File: src/hw/port_pin_defines.vh
`ifndef PORT_PIN_DEFINES_VH
`define PORT_PIN_DEFINES_VH

// register indices, byte address is four times the index
`define IDX_EDGE_SEL_HIGH      8'hE8
`define IDX_EDGE_SEL_LOW       8'hE9
`define IDX_PENDING            8'hEA
`define IDX_FUNC_HIGH          8'hEB
`define IDX_FUNC_MIDDLE        8'hEC
`define IDX_FUNC_LOW           8'hED
`define IDX_EVENT_STATUS       8'hF0
`define IDX_EVENT_MASK         8'hF1
`define IDX_PORT3_OUT_DATA     8'hF2
`define IDX_PORT3_PIN_LEVEL    8'hF3

// reset values
`define RST_BYTE               8'h00

// edge-select codes
`define EDGE_OFF               2'h0
`define EDGE_FALL              2'h1
`define EDGE_RISE              2'h2
`define EDGE_BOTH              2'h3

// normalised pin functions
`define FN_INPUT               3'h0
`define FN_PATTERN             3'h1
`define FN_LCD                 3'h2
`define FN_OUTPUT              3'h3
`define FN_ALT                 3'h4

// edges after reset before port 2 edge detection is trusted
`define SYNC_FILL_DONE         2'h3

// ahb transfer type bit that marks an active transfer
`define HTRANS_ACTIVE_BIT      1

`endif

File: src/hw/port_pin_config_ext_irq.v
// The implementer's own choice: register access over AHB-Lite.
`include "port_pin_defines.vh"

// Function
// RULE1 - lines two..zero edge select at bits 5:4, 3:2, 1:0; 00 disables
// RULE2 - code 01 requests on a falling edge of the port 2 pin only
// RULE3 - code 10 requests on a rising edge of the port 2 pin only
// RULE4 - code 11 requests on both falling and rising edges
// RULE5 - pending register bit n for line n; reads 1 pending; write 0 clears
// RULE6 - pin 7 by high bits 7:5: input, pattern7, lcd, output, buzzer
// RULE7 - pin 6 by high bits 4:3: input with timer d1 clock, pattern, lcd, out
// RULE8 - pin 5 by high bits 2:0: input capture d1, pattern, lcd, out, d1 out
// RULE9 - pin 4 by middle bits 7:6: input with timer d0 clock, pattern, lcd, out
// RULE10 - pin 3 by middle 5:3: input capture d0, pattern, lcd, out, d0 out
// RULE11 - pin 2 by middle 2:0: input, pattern, lcd, output, unnamed alternate
// RULE12 - low register bits 7:6 unused, no effect on pins
// RULE13 - pin 1 by low bits 5:3: input, pattern, lcd, output, timer c out
// RULE14 - pin 0 by low bits 2:0: input, pattern, lcd, output, timer b pwm
// RULE15 - lines seven..four use same coding in high register, 7:6 down to 1:0
// RULE16 - port 2 pins synchronised; pending set on the detected edge cycle
// RULE17 - reset clears pending and port 3 fields, all pins inputs
module port_pin_config_ext_irq (
  // clock and reset
  input  wire        clk_i,
  input  wire        reset_n_i,
  // ahb-lite slave
  input  wire        hsel_i,
  input  wire [31:0] haddr_i,
  input  wire [1:0]  htrans_i,
  input  wire        hwrite_i,
  input  wire [2:0]  hsize_i,
  input  wire [31:0] hwdata_i,
  input  wire        hready_i,
  output wire [31:0] hrdata_o,
  output wire        hreadyout_o,
  output wire        hresp_o,
  // port 2 pins
  input  wire [7:0]  port2_pin_i,
  // port 3 pins
  input  wire [7:0]  port3_pin_i,
  output wire [7:0]  port3_pin_o,
  output wire [7:0]  port3_pin_oe_o,
  // peripheral sources for port 3
  input  wire [7:0]  pattern_generator_i,
  input  wire [7:0]  lcd_segment_i,
  input  wire        buzzer_output_i,
  input  wire        timer_d1_output_i,
  input  wire        timer_d0_output_i,
  input  wire        timer_c_output_i,
  input  wire        timer_b_pwm_output_i,
  input  wire        pin2_alternate_i,
  // timer inputs taken from port 3
  output wire        timer_d1_clock_input_o,
  output wire        timer_d1_capture_input_o,
  output wire        timer_d0_clock_input_o,
  output wire        timer_d0_capture_input_o,
  // pending flags and interrupt
  output wire [7:0]  ext_irq_pending_o,
  output wire        irq_o
);

  reg  [7:0]  edge_sel_high;
  reg  [7:0]  edge_sel_low;
  reg  [7:0]  pending;
  reg  [7:0]  func_high;
  reg  [7:0]  func_middle;
  reg  [7:0]  func_low;
  reg  [7:0]  event_status;
  reg  [7:0]  event_mask;
  reg  [7:0]  out_data;
  reg  [7:0]  p2_meta;
  reg  [7:0]  p2_sync;
  reg  [7:0]  p2_prev;
  reg  [7:0]  p3_meta;
  reg  [7:0]  p3_sync;
  reg  [7:0]  pin_out;
  reg  [7:0]  pin_oe;
  reg  [3:0]  timer_in;
  reg  [31:0] rdata;
  reg         wr_pend;
  reg  [7:0]  wr_idx;
  reg  [7:0]  edge_hit;
  reg  [7:0]  next_pin_out;
  reg  [7:0]  next_pin_oe;
  reg  [2:0]  fn;
  reg  [1:0]  code;
  reg  [7:0]  rd_byte;
  reg  [7:0]  next_pending;
  reg  [7:0]  next_status;
  wire [15:0] edge_sel;
  wire [7:0]  rise;
  wire [7:0]  fall;
  wire        addr_ok;
  wire        take;
  wire [7:0]  a_idx;
  wire        rd_take;
  wire [7:0]  wbyte;
  integer     i;
  integer     ln;
  reg  [1:0]  sync_fill;
  wire        sync_ready;
  wire        pin6_input;
  wire        pin5_input;
  wire        pin4_input;
  wire        pin3_input;

  // one normalised code lets a single decode serve 2- and 3-bit fields
  // 3-bit field: 1xx is the alternate function
  function [2:0] fn3;
    input [2:0] f;
    begin
      fn3 = f[2] ? `FN_ALT : f;
    end
  endfunction

  // 2-bit field: no alternate, 11 is output
  function [2:0] fn2;
    input [1:0] f;
    begin
      fn2 = {1'b0, f};
    end
  endfunction

  // hsize not decoded: every access is taken as a whole word
  // address bits above the map must be zero, so aliases read zero
  // ahb address phase decode, only whole-word aligned registers
  assign addr_ok = (haddr_i[31:10] == 22'h0) && (haddr_i[1:0] == 2'h0);
  assign take    = hsel_i && hready_i && htrans_i[`HTRANS_ACTIVE_BIT];
  assign a_idx   = haddr_i[9:2];
  assign rd_take = take && !hwrite_i && addr_ok;
  assign wbyte   = hwdata_i[7:0];

  // no error response needed: unmapped words read zero
  // zero wait state slave, always okay
  assign hreadyout_o = 1'b1;
  assign hresp_o     = 1'b0;
  assign hrdata_o    = rdata;

  // lines 7..4 from the high register, 3..0 from the low one
  // all eight edge fields as one vector, line n at bits 2n+1:2n
  assign edge_sel = {edge_sel_high, edge_sel_low}; // [RULE1] [RULE15]

  // warm-up count: meta, sync and prev hold real pin samples only from
  // the third edge after reset; until then prev shows its reset zero and
  // a pin idling high through reset would look like a rising edge
  always @(posedge clk_i) begin
    if (!reset_n_i) begin
      sync_fill <= 2'h0;
    end else if (sync_fill != `SYNC_FILL_DONE) begin
      sync_fill <= sync_fill + 2'h1;
    end
  end
  assign sync_ready = (sync_fill == `SYNC_FILL_DONE); // [RULE16]

  // edges seen on the synchronised pins only, masked during warm-up
  assign rise = p2_sync & ~p2_prev & {8{sync_ready}};
  assign fall = ~p2_sync & p2_prev & {8{sync_ready}};

  // edge qualification per line
  always @* begin
    edge_hit = 8'h00;
    // a disabled line ignores both edges; a flag already set stays set
    for (ln = 0; ln < 8; ln = ln + 1) begin
      code = edge_sel[2*ln +: 2];
      case (code)
        `EDGE_OFF:  edge_hit[ln] = 1'b0;     // [RULE1]
        `EDGE_FALL: edge_hit[ln] = fall[ln]; // [RULE2]
        `EDGE_RISE: edge_hit[ln] = rise[ln]; // [RULE3]
        `EDGE_BOTH: edge_hit[ln] = rise[ln] | fall[ln]; // [RULE4]
        default:    edge_hit[ln] = 1'b0;
      endcase
    end
  end

  // pending: write 0 clears, a new edge wins over the clear;
  // losing a request is worse than honouring a racing clear
  always @* begin
    next_pending = pending;
    if (wr_pend && (wr_idx == `IDX_PENDING)) begin
      next_pending = pending & wbyte; // [RULE5]
    end
    next_pending = next_pending | edge_hit; // [RULE5] [RULE16]
  end

  // event status: cleared by its read, set wins over the clear
  // clear taken in the address phase, the read data shows the old bits
  always @* begin
    next_status = event_status;
    if (rd_take && (a_idx == `IDX_EVENT_STATUS)) begin
      next_status = 8'h00;
    end
    next_status = next_status | edge_hit;
  end

  // register map by word index, byte address four times the index:
  //   E8 edge select, lines 7..4
  //   E9 edge select, lines 3..0
  //   EA pending flags, write 0 clears
  //   EB, EC, ED function select, pins 7..5, 4..2, 1..0
  //   F0 event status, a read clears it
  //   F1 event mask, 1 lets a status bit reach irq
  //   F2 output-mode data, F3 synchronised port 3 levels
  // anything else reads zero and ignores writes
  // read mux for the address phase
  always @* begin
    case (a_idx)
      `IDX_EDGE_SEL_HIGH:   rd_byte = edge_sel_high;
      `IDX_EDGE_SEL_LOW:    rd_byte = edge_sel_low;
      `IDX_PENDING:         rd_byte = pending; // [RULE5]
      `IDX_FUNC_HIGH:       rd_byte = func_high;
      `IDX_FUNC_MIDDLE:     rd_byte = func_middle;
      `IDX_FUNC_LOW:        rd_byte = func_low;
      `IDX_EVENT_STATUS:    rd_byte = event_status;
      `IDX_EVENT_MASK:      rd_byte = event_mask;
      `IDX_PORT3_OUT_DATA:  rd_byte = out_data;
      `IDX_PORT3_PIN_LEVEL: rd_byte = p3_sync;
      default:              rd_byte = 8'h00;
    endcase
  end

  // write intent remembered from the address phase; the write lands at
  // the end of its data phase, so a read straight after it sees the old
  // value of that register
  // ahb data phase bookkeeping and read data
  always @(posedge clk_i) begin
    if (!reset_n_i) begin
      wr_pend <= 1'b0;
      wr_idx  <= 8'h00;
      rdata   <= 32'h00000000;
    end else begin
      if (hready_i) begin
        wr_pend <= take && hwrite_i && addr_ok;
        wr_idx  <= a_idx;
      end
      if (rd_take) begin
        rdata <= {24'h000000, rd_byte};
      end else if (take) begin
        // unmapped or write: data bus reads zero
        rdata <= 32'h00000000;
      end
    end
  end

  // pending and status live in the flag process, one driver each
  // configuration registers written in the data phase
  always @(posedge clk_i) begin
    if (!reset_n_i) begin
      edge_sel_high <= `RST_BYTE;
      edge_sel_low  <= `RST_BYTE;
      func_high     <= `RST_BYTE; // [RULE17]
      func_middle   <= `RST_BYTE; // [RULE17]
      func_low      <= `RST_BYTE; // [RULE17]
      event_mask    <= `RST_BYTE;
      out_data      <= `RST_BYTE;
    end else if (wr_pend) begin
      case (wr_idx)
        `IDX_EDGE_SEL_HIGH:  edge_sel_high <= wbyte; // [RULE15]
        `IDX_EDGE_SEL_LOW:   edge_sel_low  <= wbyte; // [RULE1]
        `IDX_FUNC_HIGH:      func_high     <= wbyte;
        `IDX_FUNC_MIDDLE:    func_middle   <= wbyte;
        // bits 7:6 held for readback, never decoded
        `IDX_FUNC_LOW:       func_low      <= wbyte; // [RULE12]
        `IDX_EVENT_MASK:     event_mask    <= wbyte;
        `IDX_PORT3_OUT_DATA: out_data      <= wbyte;
        default:             out_data      <= out_data;
      endcase
    end
  end

  // port 3 levels pass two flops before the read mux sees them, and a third before a timer does
  // flags and pin synchronisers
  always @(posedge clk_i) begin
    if (!reset_n_i) begin
      pending      <= `RST_BYTE; // [RULE17]
      event_status <= `RST_BYTE;
      p2_meta      <= 8'h00;
      p2_sync      <= 8'h00;
      p2_prev      <= 8'h00;
      p3_meta      <= 8'h00;
      p3_sync      <= 8'h00;
    end else begin
      pending      <= next_pending;
      event_status <= next_status;
      p2_meta      <= port2_pin_i; // [RULE16]
      p2_sync      <= p2_meta;
      // prev trails sync by one edge; warm-up count hides its reset zero
      p2_prev      <= p2_sync;
      p3_meta      <= port3_pin_i;
      p3_sync      <= p3_meta;
    end
  end

  // port 3 pin function decode
  always @* begin
    next_pin_out = 8'h00;
    next_pin_oe  = 8'h00;
    for (i = 0; i < 8; i = i + 1) begin
      case (i)
        7: fn = fn3(func_high[7:5]);   // [RULE6]
        6: fn = fn2(func_high[4:3]);   // [RULE7]
        5: fn = fn3(func_high[2:0]);   // [RULE8]
        4: fn = fn2(func_middle[7:6]); // [RULE9]
        3: fn = fn3(func_middle[5:3]); // [RULE10]
        2: fn = fn3(func_middle[2:0]); // [RULE11]
        1: fn = fn3(func_low[5:3]);    // [RULE13]
        default: fn = fn3(func_low[2:0]); // [RULE14]
      endcase
      // one decode for all pins, fed by the normalised code
      case (fn)
        `FN_PATTERN: begin
          next_pin_out[i] = pattern_generator_i[i];
          next_pin_oe[i]  = 1'b1;
        end
        `FN_LCD: begin
          next_pin_out[i] = lcd_segment_i[i];
          next_pin_oe[i]  = 1'b1;
        end
        `FN_OUTPUT: begin
          next_pin_out[i] = out_data[i];
          next_pin_oe[i]  = 1'b1;
        end
        `FN_ALT: begin
          next_pin_oe[i] = 1'b1;
          case (i)
            7: next_pin_out[i] = buzzer_output_i;      // [RULE6]
            5: next_pin_out[i] = timer_d1_output_i;    // [RULE8]
            3: next_pin_out[i] = timer_d0_output_i;    // [RULE10]
            2: next_pin_out[i] = pin2_alternate_i;     // [RULE11]
            1: next_pin_out[i] = timer_c_output_i;     // [RULE13]
            // pins 6 and 4 have 2-bit fields and never reach this branch
            default: next_pin_out[i] = timer_b_pwm_output_i; // [RULE14]
          endcase
        end
        default: begin
          // input mode: pin released
          next_pin_out[i] = 1'b0;
          next_pin_oe[i]  = 1'b0;
        end
      endcase
    end
  end

  // a timer input follows its pin only while the pin is in input mode
  assign pin6_input = (func_high[4:3] == 2'h0);   // [RULE7]
  assign pin5_input = (func_high[2:0] == 3'h0);   // [RULE8]
  assign pin4_input = (func_middle[7:6] == 2'h0); // [RULE9]
  assign pin3_input = (func_middle[5:3] == 3'h0); // [RULE10]

  // the flop costs a cycle of latency but keeps pins free of glitches
  // registered pin drive and timer inputs, one cycle of latency
  always @(posedge clk_i) begin
    if (!reset_n_i) begin
      pin_out  <= 8'h00;
      pin_oe   <= 8'h00; // [RULE17]
      timer_in <= 4'h0;
    end else begin
      pin_out  <= next_pin_out;
      pin_oe   <= next_pin_oe;
      // timer sees the pin only while it is an input, else low
      // same field test as the pin decode, so oe and timer agree
      timer_in[3] <= p3_sync[6] & pin6_input; // [RULE7]
      timer_in[2] <= p3_sync[5] & pin5_input; // [RULE8]
      timer_in[1] <= p3_sync[4] & pin4_input; // [RULE9]
      timer_in[0] <= p3_sync[3] & pin3_input; // [RULE10]
    end
  end

  // irq from registered status and mask, a level free of glitches
  // outputs
  assign port3_pin_o              = pin_out;
  assign port3_pin_oe_o           = pin_oe;
  assign timer_d1_clock_input_o   = timer_in[3];
  assign timer_d1_capture_input_o = timer_in[2];
  assign timer_d0_clock_input_o   = timer_in[1];
  assign timer_d0_capture_input_o = timer_in[0];
  assign ext_irq_pending_o        = pending;
  assign irq_o                    = |(event_status & event_mask);

endmodule // port_pin_config_ext_irq

File: config.mk
export PLATFORM = sky130hd
export DESIGN_NAME = port_pin_config_ext_irq
export DESIGN_NICKNAME = d
export VERILOG_FILES = /design/src/hw/port_pin_config_ext_irq.v
export VERILOG_INCLUDE_DIRS = /design/src /design/src/hw
export SDC_FILE = /design/constraint.sdc
export NUM_CORES = 1
export LEC_CHECK = 0
export BUFFER_PORTS_ARGS = -buffer_cell sky130_fd_sc_hd__buf_2
export CAP_MARGIN = 10
export CORE_ASPECT_RATIO = 1.1
export CORE_MARGIN = 10
export CORE_UTILIZATION = 45
export DETAILED_ROUTE_END_ITERATION = 6
export PLACE_DENSITY_LB_ADDON = 0.3
export SETUP_SLACK_MARGIN = 0.15
export SLEW_MARGIN = 30
export SYNTH_ARGS = -nofsm -noshare
export SYNTH_HDL_FRONTEND = slang
export SYNTH_SLANG_ARGS = --single-unit
File: constraint.sdc
create_clock -name clk_i -period 1.61 [get_ports clk_i]
set_input_delay 0.322 -clock clk_i [delete_from_list [all_inputs] [get_ports clk_i]]
set_output_delay 0.322 -clock clk_i [all_outputs]
set_load 0.02 [all_outputs]
==> summary.md, run 1 <==
| Metric | Value |
|---|---|
| Failing checks | `negative setup slack` |
| Synth unique cells | `60` |
| Clk root buf | `clkbuf_16` |
| Ranking of synthesized cells by area | `dfxtp_1 45%, mux2i_1 10%, nor2b_1 7.2%, and2_1 5.0%, buf_4 3.1%` |
| CTS tree | `done` |
| Largest net degree at the start of global routing | `106` |
| DP Cell Count | `1,004` |
| Clock latency on the worst-skew pair | `0.43 ns` |
| Period utilisation layout | `1.06` |
| Slew @ Worst Pin | `0.575 ns` |
| Clock transition at path regs | `0.06 ns` |
| Vias in the first global route | `5,527` |
| Global Route Usage Sum | `0.196` |
| Die X-Extent | `136 µm` |
| Via count | `5,445` |
| Final Non-Filler Cells | `1,043` |
| RSZ-0062 raised after global routing | `true` |
| Cell Rows | `46` |
| WS Path Type | `reg -> reg` |
| Drt drc | `0` |
| Grt total ovfl | `0` |
| Detailed-placement wirelength estimate | `15.6 mm` |
| Initial antenna violation count | `0` |
| Worst Setup End Kind | `flop` |
| WL/cell | `19.5 µm` |
| Comb power frac | `0.071` |
| Sw Ratio | `0.232` |
| Initial DRC count | `321` |
| Area Growth Syn to Fin | `28.4%` |
| Post-route worst setup slack | `-0.0918 ns` |
| Cell Int Power | `6.49 mW` |
| Final Hold Fails | `0` |
| Main synth FF type | `dfxtp_1` |
| Max_cap viols | `0` |
| Hold crit path type | `in -> reg` |
| Sink Count | `151` |
| Post-CTS Hold Buffers | `0` |
| Switching power | `1.96 mW` |
| IO Pins | `175` |
| Max Slew Vio Count | `0` |
| Synth Area per Inst | `9.91 µm²` |
| Post-synthesis sequential area ratio | `0.451` |
| Core Area | `14,500 µm²` |
| Post-DRT Antenna Nets | `0` |
| Seq cells post-synth | `151` |
| Core Util, Final | `0.593` |
| Syn Inst Count | `676` |
| CP required | `1.92 ns` |
| DRT Pass-1 Iters | `5` |
| Initial Utilization | `0.462` |
| Die Y-Extent | `148 µm` |
| Maximum vdd drop | `0.640 mV` |
| Fin crit period | `1.70 ns` |
| CTS Buffer Depth | `2` |
| Vias/cell | `5.22` |
| Post-Syn Area | `6700 µm²` |
| Crit path largest cell delay | `0.39 ns` |
| LEAKAGE | `3.62 nW` |
| Hold_ws | `0.0967 ns` |
| Clock power frac | `0.475` |
| YS warnings | `0` |
| Number of fill cells | `1,265` |
| Area leader, netlist | `dfxtp_1` |
| Maximum operating frequency | `588 MHz` |
| Post-layout power | `8.45 mW` |
| Nets | `951` |
| Final WL | `20.3 mm` |
| Ant diodes | `0` |
| Layout cells sized above 1 | `0.338` |
| # setup viols final | `35` |
| Final Skew | `0.0120 ns` |
| Yosys top cell area share | `0.451` |
| Register area | `3040 µm²` |
| Slowest CP cell | `nor4b_4` |
| Peak fanout along the critical path | `8` |
| CP cell instances | `nand4_1 -> nor4b_4 -> and3_4 -> buf_12 -> mux2i_2 -> nor2b_1` |
| Number of synthesized flops with an enable pin | `0` |
| PortBufs | `120` |
| Slew HR | `0.616` |
| WP data arrival | `2.02 ns` |
| CTS Buf Count | `17` |
| H-tree levels | `4` |
| CP top delay family | `simple AND/OR/NAND/NOR gates` |
| Sequential fraction of design power | `0.455` |
| First-pass GRT wire length | `30.4 mm` |
| PD cells | `983 nW/µm²` |
| Die Area | `20,200 µm²` |
| Outcome | `finished, violations left` |
| GP Congestion | `0.948` |
| Area of the multi-input gates | `3570 µm²` |
| Post-synth ARST share | `0` |
| Bufs and invs on worst path | `1` |
| Worst setup SP type | `flop` |
[power by group through the flow]
| stage | Clock (mW) | Sequential, mW | Combinational (mW) |
|---|---|---|---|
| 4_1_cts | 4.07 | 3.84 | 0.582 |
| 6_report | 4.01 | 3.84 | 0.597 |
| 3_5_place_dp | 0 | 3.92 | 0.578 |
| 3_3_place_gp | 0 | 3.92 | 0.566 |
| 5_1_grt | 4.24 | 3.85 | 0.642 |
| 2_1_floorplan | 0 | 3.91 | 0.350 |
[worst paths after layout]
| kind | startpoint | endpoint | slack (ns) | cells past startpoint |
|---|---|---|---|---|
| max reg2reg | wr_pend | func_high[0] | -0.09 | 6 |
| max | wr_pend | func_high[0] | -0.09 | 6 |
| min reg2reg | p3_meta[2] | p3_sync[2] | 0.43 | 1 |
| min | port2_pin_i[6] | p2_meta[6] | 0.1 | 2 |
[stage by stage]
stage          TNS, ns  cell area, µm²  worst slack, ns
6_report         -1.32            8600          -0.0918
3_5_place_dp     -5.82            7780           -0.310
4_1_cts         -0.383            8470          -0.0530
5_1_grt          -7.13            8600           -0.194
2_1_floorplan   -0.457            6850          -0.0571
3_3_place_gp     -3.45            7780           -0.232
[synth_stat cells (9+ instances only)]
library cell,count
mux2i_1,68
nand3_1,11
nand3b_1,9
clkbuf_1,21
nor2b_1,77
dfxtp_1,151
a22oi_1,14
nor2_1,11
buf_4,28
a22o_1,15
and2_1,54
buf_2,11
nand2_1,49
o21ai_0,24
mux2_2,10
nand2_2,9
[kinds of logic (layout without fill, tap and decap cells)]
logic type	Yosys count	count (layout)	share of synthesized area
AO/OA/AOI/OAI	113	113	0.127
XOR/XNOR	1	1	0.00131
adder cells (fa/ha/maj)	1	1	0.00187
buffers and inverters	62	213	0.0536
flip-flops	151	151	0.451
multiplexers	85	85	0.130
other	2	26	0.00112
AND/OR/NAND/NOR	261	261	0.233
[what timing repair did]
action / in CTS / in global routing
buffers inserted: 3 / 4
setup endpoints to repair: 69 / 78
pin swaps: 10 / 16
gates resized for setup: 19 / 24
[worst reg2reg max path: stages (launching register included)]
cell,delay [ns]
dfxtp_2,0.32
nand4_1,0.22
nor4b_4,0.39
and3_4,0.25
buf_12,0.14
mux2i_2,0.23
nor2b_1,0.07
[per-layer routing]
layer	vias to the layer above	track usage	share of wire
li1	2648	-	-
met1	2610	0.221	0.41
met2	153	0.345	0.51
met3	34	0.0502	0.061
met4	0	0.0736	0.021
met5	-	0	0
[cells in the final DEF, fill, tap and decap left out, types with 4 or more instances in the layout]
cell type / Yosys / final
buf_12: 0 / 6
a22oi_1: 14 / 9
and3_1: 7 / 6
nor3_1: 7 / 7
nand3_1: 11 / 10
a21oi_1: 8 / 8
a21boi_1: 8 / 8
buf_2: 11 / 119
a22oi_2: 0 / 5
a32oi_1: 5 / 5
and2_1: 54 / 53
mux2_1: 7 / 4
nor2b_1: 77 / 77
nor2_1: 11 / 11
a21boi_2: 8 / 8
buf_4: 28 / 52
dfxtp_1: 151 / 137
mux2_2: 10 / 10
nor4_4: 2 / 5
nand2_2: 9 / 10
nand3b_1: 9 / 9
o31a_1: 4 / 4
conb_1: 2 / 26
a22o_1: 15 / 14
o21ai_0: 24 / 24
o21ai_1: 5 / 5
clkbuf_16: 0 / 17
dfxtp_2: 0 / 13
mux2i_2: 0 / 5
mux2i_1: 68 / 63
nand2_1: 49 / 47
[area by class of cell]
cell class	instances	area share
multi-input cells	487	0.415
flip-flops and latches	151	0.354
repair buffers	180	0.133
clock buffers	20	0.0543
well taps	192	0.0279
clock inverters	12	0.0162
inverters	1	0.000437
No activity file was read; power rests on OpenSTA's default activity.
==> run 2: changes to the inputs <==
--- a/config.mk
+++ b/config.mk
@@ -6,7 +6,7 @@
 export SDC_FILE = /design/constraint.sdc
 export NUM_CORES = 1
 export LEC_CHECK = 0
-export BUFFER_PORTS_ARGS = -buffer_cell sky130_fd_sc_hd__buf_2
+export BUFFER_PORTS_ARGS = -buffer_cell sky130_fd_sc_hd__buf_4
 export CAP_MARGIN = 10
 export CORE_ASPECT_RATIO = 1.1
 export CORE_MARGIN = 10
@@ -14,6 +14,7 @@
 export DETAILED_ROUTE_END_ITERATION = 6
 export PLACE_DENSITY_LB_ADDON = 0.3
 export SETUP_SLACK_MARGIN = 0.15
+export SKIP_CTS_REPAIR_TIMING = 1
 export SLEW_MARGIN = 30
 export SYNTH_ARGS = -nofsm -noshare
 export SYNTH_HDL_FRONTEND = slang
==> run 2 against run 1 <==
The flow still finishes with violations (negative setup slack). Fmax down 2.7%. Die area unchanged. Register-to-register slack worse by 0.05 ns. Worst setup slack worse by 0.047 ns. Final area up 4.4%. Sequential cell count unchanged. Largest cell class unchanged.
==> summary.md, run 2 (synthesis results as in run 1) <==
| Metric | Value |
|---|---|
| Fin crit period | `1.75 ns (+0.0470 ns)` |
| Area Growth Syn to Fin | `34.0%` |
| Clock power frac | `0.484 (+0.009)` |
| Post-route worst setup slack | `-0.139 ns (-0.0470 ns)` |
| Reg-to-reg startpoint | `wr_idx[6]` |
| Register-to-Register Path Depth | `7 (+1)` |
| Min-delay src | `port2_pin_i[4]` |
| Crit path launch | `wr_idx[6]` |
| CTS Buffer Depth | `2 (unchanged)` |
| WL/cell | `19.7 µm (+1.0%)` |
| Grt total ovfl | `0 (unchanged)` |
| Commonest non-fill, non-tap cells in the layout | `173 x buf_4, 135 x dfxtp_1, 77 x nor2b_1, 68 x mux2i_1, 52 x and2_1` |
| Period utilisation layout | `1.09 (+0.0292)` |
| Post-DRT Antenna Nets | `0 (unchanged)` |
| Clk root buf | `clkbuf_16` |
| Initial Utilization | `0.462 (unchanged)` |
| DP Cell Count | `1,007 (+0.30%)` |
| Outcome | `finished, violations left` |
| Vias in the first global route | `5,683 (+2.8%)` |
| Max_cap viols | `0 (unchanged)` |
| Initial DRC count | `317 (-1.2%)` |
| Area post-placement | `8100 µm² (+4.1%)` |
| Nets | `955 (+0.42%)` |
| Initial antenna violation count | `0 (unchanged)` |
| WS Path Type | `reg -> reg` |
| Detailed-placement wirelength estimate | `15.8 mm (+1.2%)` |
| Peak fanout along the critical path | `8 (unchanged)` |
| # setup viols final | `28 (-20%)` |
| LEAKAGE | `3.74 nW (+3.2%)` |
| Cell Int Power | `6.74 mW (+3.9%)` |
| Die X-Extent | `136 µm (unchanged)` |
| Layout cells sized above 1 | `0.345 (+0.00660)` |
| DRT Pass-1 Iters | `5 (unchanged)` |
| Sink Count | `151 (unchanged)` |
| RSZ-0062 raised after global routing | `true` |
| Global Route Usage Sum | `0.202 (+0.00634)` |
| Max Slew Vio Count | `0 (unchanged)` |
| Sw Ratio | `0.227 (-0.00426)` |
| WP data arrival | `2.05 ns (+0.03 ns)` |
| PortBufs | `120 (unchanged)` |
| Sequential fraction of design power | `0.440 (-0.015)` |
| Critical R2R Capture | `out_data[7]` |
| Worst setup SP type | `flop` |
| Core Util, Final | `0.619 (+0.0261)` |
| Core Area | `14,500 µm² (unchanged)` |
| Ant diodes | `0 (unchanged)` |
| Failing checks | `negative setup slack` |
| Maximum operating frequency | `572 MHz (-2.7%)` |
| Final Hold Fails | `0 (unchanged)` |
| Cell Rows | `46 (unchanged)` |
| Largest net degree at the start of global routing | `42 (-60%)` |
| Hold crit path type | `in -> reg` |
| Comb power frac | `0.076 (+0.005)` |
| Drt drc | `0 (unchanged)` |
| Worst Setup End Kind | `flop` |
| Final Skew | `0.00818 ns (-0.00379 ns)` |
| H-tree levels | `4 (unchanged)` |
| Hold depth | `2 (unchanged)` |
| Clock transition at path regs | `0.06 ns (about the same)` |
| Commonest non-fill, non-tap cell in the layout | `buf_4` |
| CTS Buf Count | `17 (unchanged)` |
| Final WL | `20.6 mm (+1.4%)` |
| Via count | `5,500 (+1.0%)` |
| Worst Hold Endpoint | `p2_meta[4]` |
| Clock latency on the worst-skew pair | `0.42 ns (about the same)` |
| PD cells | `972 nW/µm² (-1.1%)` |
| Vias/cell | `5.25 (+0.62%)` |
| Maximum vdd drop | `0.694 mV (+8.5%)` |
| Die Area | `20,200 µm² (unchanged)` |
| Final Non-Filler Cells | `1,047 (+0.38%)` |
| Post-layout power | `8.73 mW (+3.3%)` |
| Switching power | `1.98 mW (+1.4%)` |
| IO Pins | `175 (unchanged)` |
| CP required | `1.91 ns (about the same)` |
| CTS tree | `done` |
| Die Y-Extent | `148 µm (unchanged)` |
| First-pass GRT wire length | `31.5 mm (+3.7%)` |
| Worst R2R Setup Slack | `-0.14 ns (-0.05 ns)` |
| Setup TNS | `-0.976 ns (+0.347 ns)` |
| GP Congestion | `0.991 (+4.6%)` |
| Cell area after layout | `8980 µm² (+4.4%)` |
-- run 2: worst max path at each step --
stage / slack [ns] / to / depth (start not counted)
after floorplan: -0.06 / event_status[7] / 6
after global placement: -0.25 / event_status[7] / 6
after detailed placement: -0.29 / event_status[4] / 6
after CTS: -0.15 / edge_sel_high[5] / 6
after global routing: -0.20 / out_data[7] / 7
final: -0.14 / out_data[7] / 7
-- run 2: routing by layer --
| metal | share of wire | GRT usage | up-vias | routed length (µm) |
|---|---|---|---|---|
| li1 | - | - | 2654 | - |
| met1 | 0.41 | 0.237 | 2632 | 8350 |
| met2 | 0.51 | 0.349 | 179 | 10500 |
| met3 | 0.062 | 0.0464 | 35 | 1280 |
| met4 | 0.024 | 0.0762 | 0 | 495 |
| met5 | 0 | 0 | - | 0 |
-- run 2: power by group through the flow --
stage                     Clock [mW]  Combinational, mW  Sequential, mW
after global placement             0              0.631            3.92
after floorplan                    0              0.350            3.91
final                           4.23              0.665            3.84
after global routing            4.44              0.713            3.85
after CTS                       4.29              0.644            3.84
after detailed placement           0              0.642            3.92
-- run 2: worst max-delay path: stages, from the launching register on --
cell     delay [ns]
dfxtp_1        0.33
nand4_1        0.21
buf_4          0.22
nor4b_4        0.30
nand2_2        0.11
buf_12         0.17
mux2i_1        0.19
nor2b_1        0.08
-- run 2: final cells by class --
cell class | instances | area [µm²]
fillers | 1237 | 5530
multi-input cells | 487 | 3580
flip-flops and latches | 151 | 3050
repair buffers | 184 | 1480
clock buffers | 19 | 433
well taps | 192 | 240
clock inverters | 13 | 194
inverters | 1 | 3.75
-- run 2: through the flow --
| stage | worst slack [ns] | hold slack (ns) |
|---|---|---|
| 2_1_floorplan | -0.0571 | 0.411 |
| 3_3_place_gp | -0.245 | 0.415 |
| 3_5_place_dp | -0.287 | 0.419 |
| 4_1_cts | -0.155 | 0.0948 |
| 5_1_grt | -0.200 | 0.106 |
| 6_report | -0.139 | 0.107 |
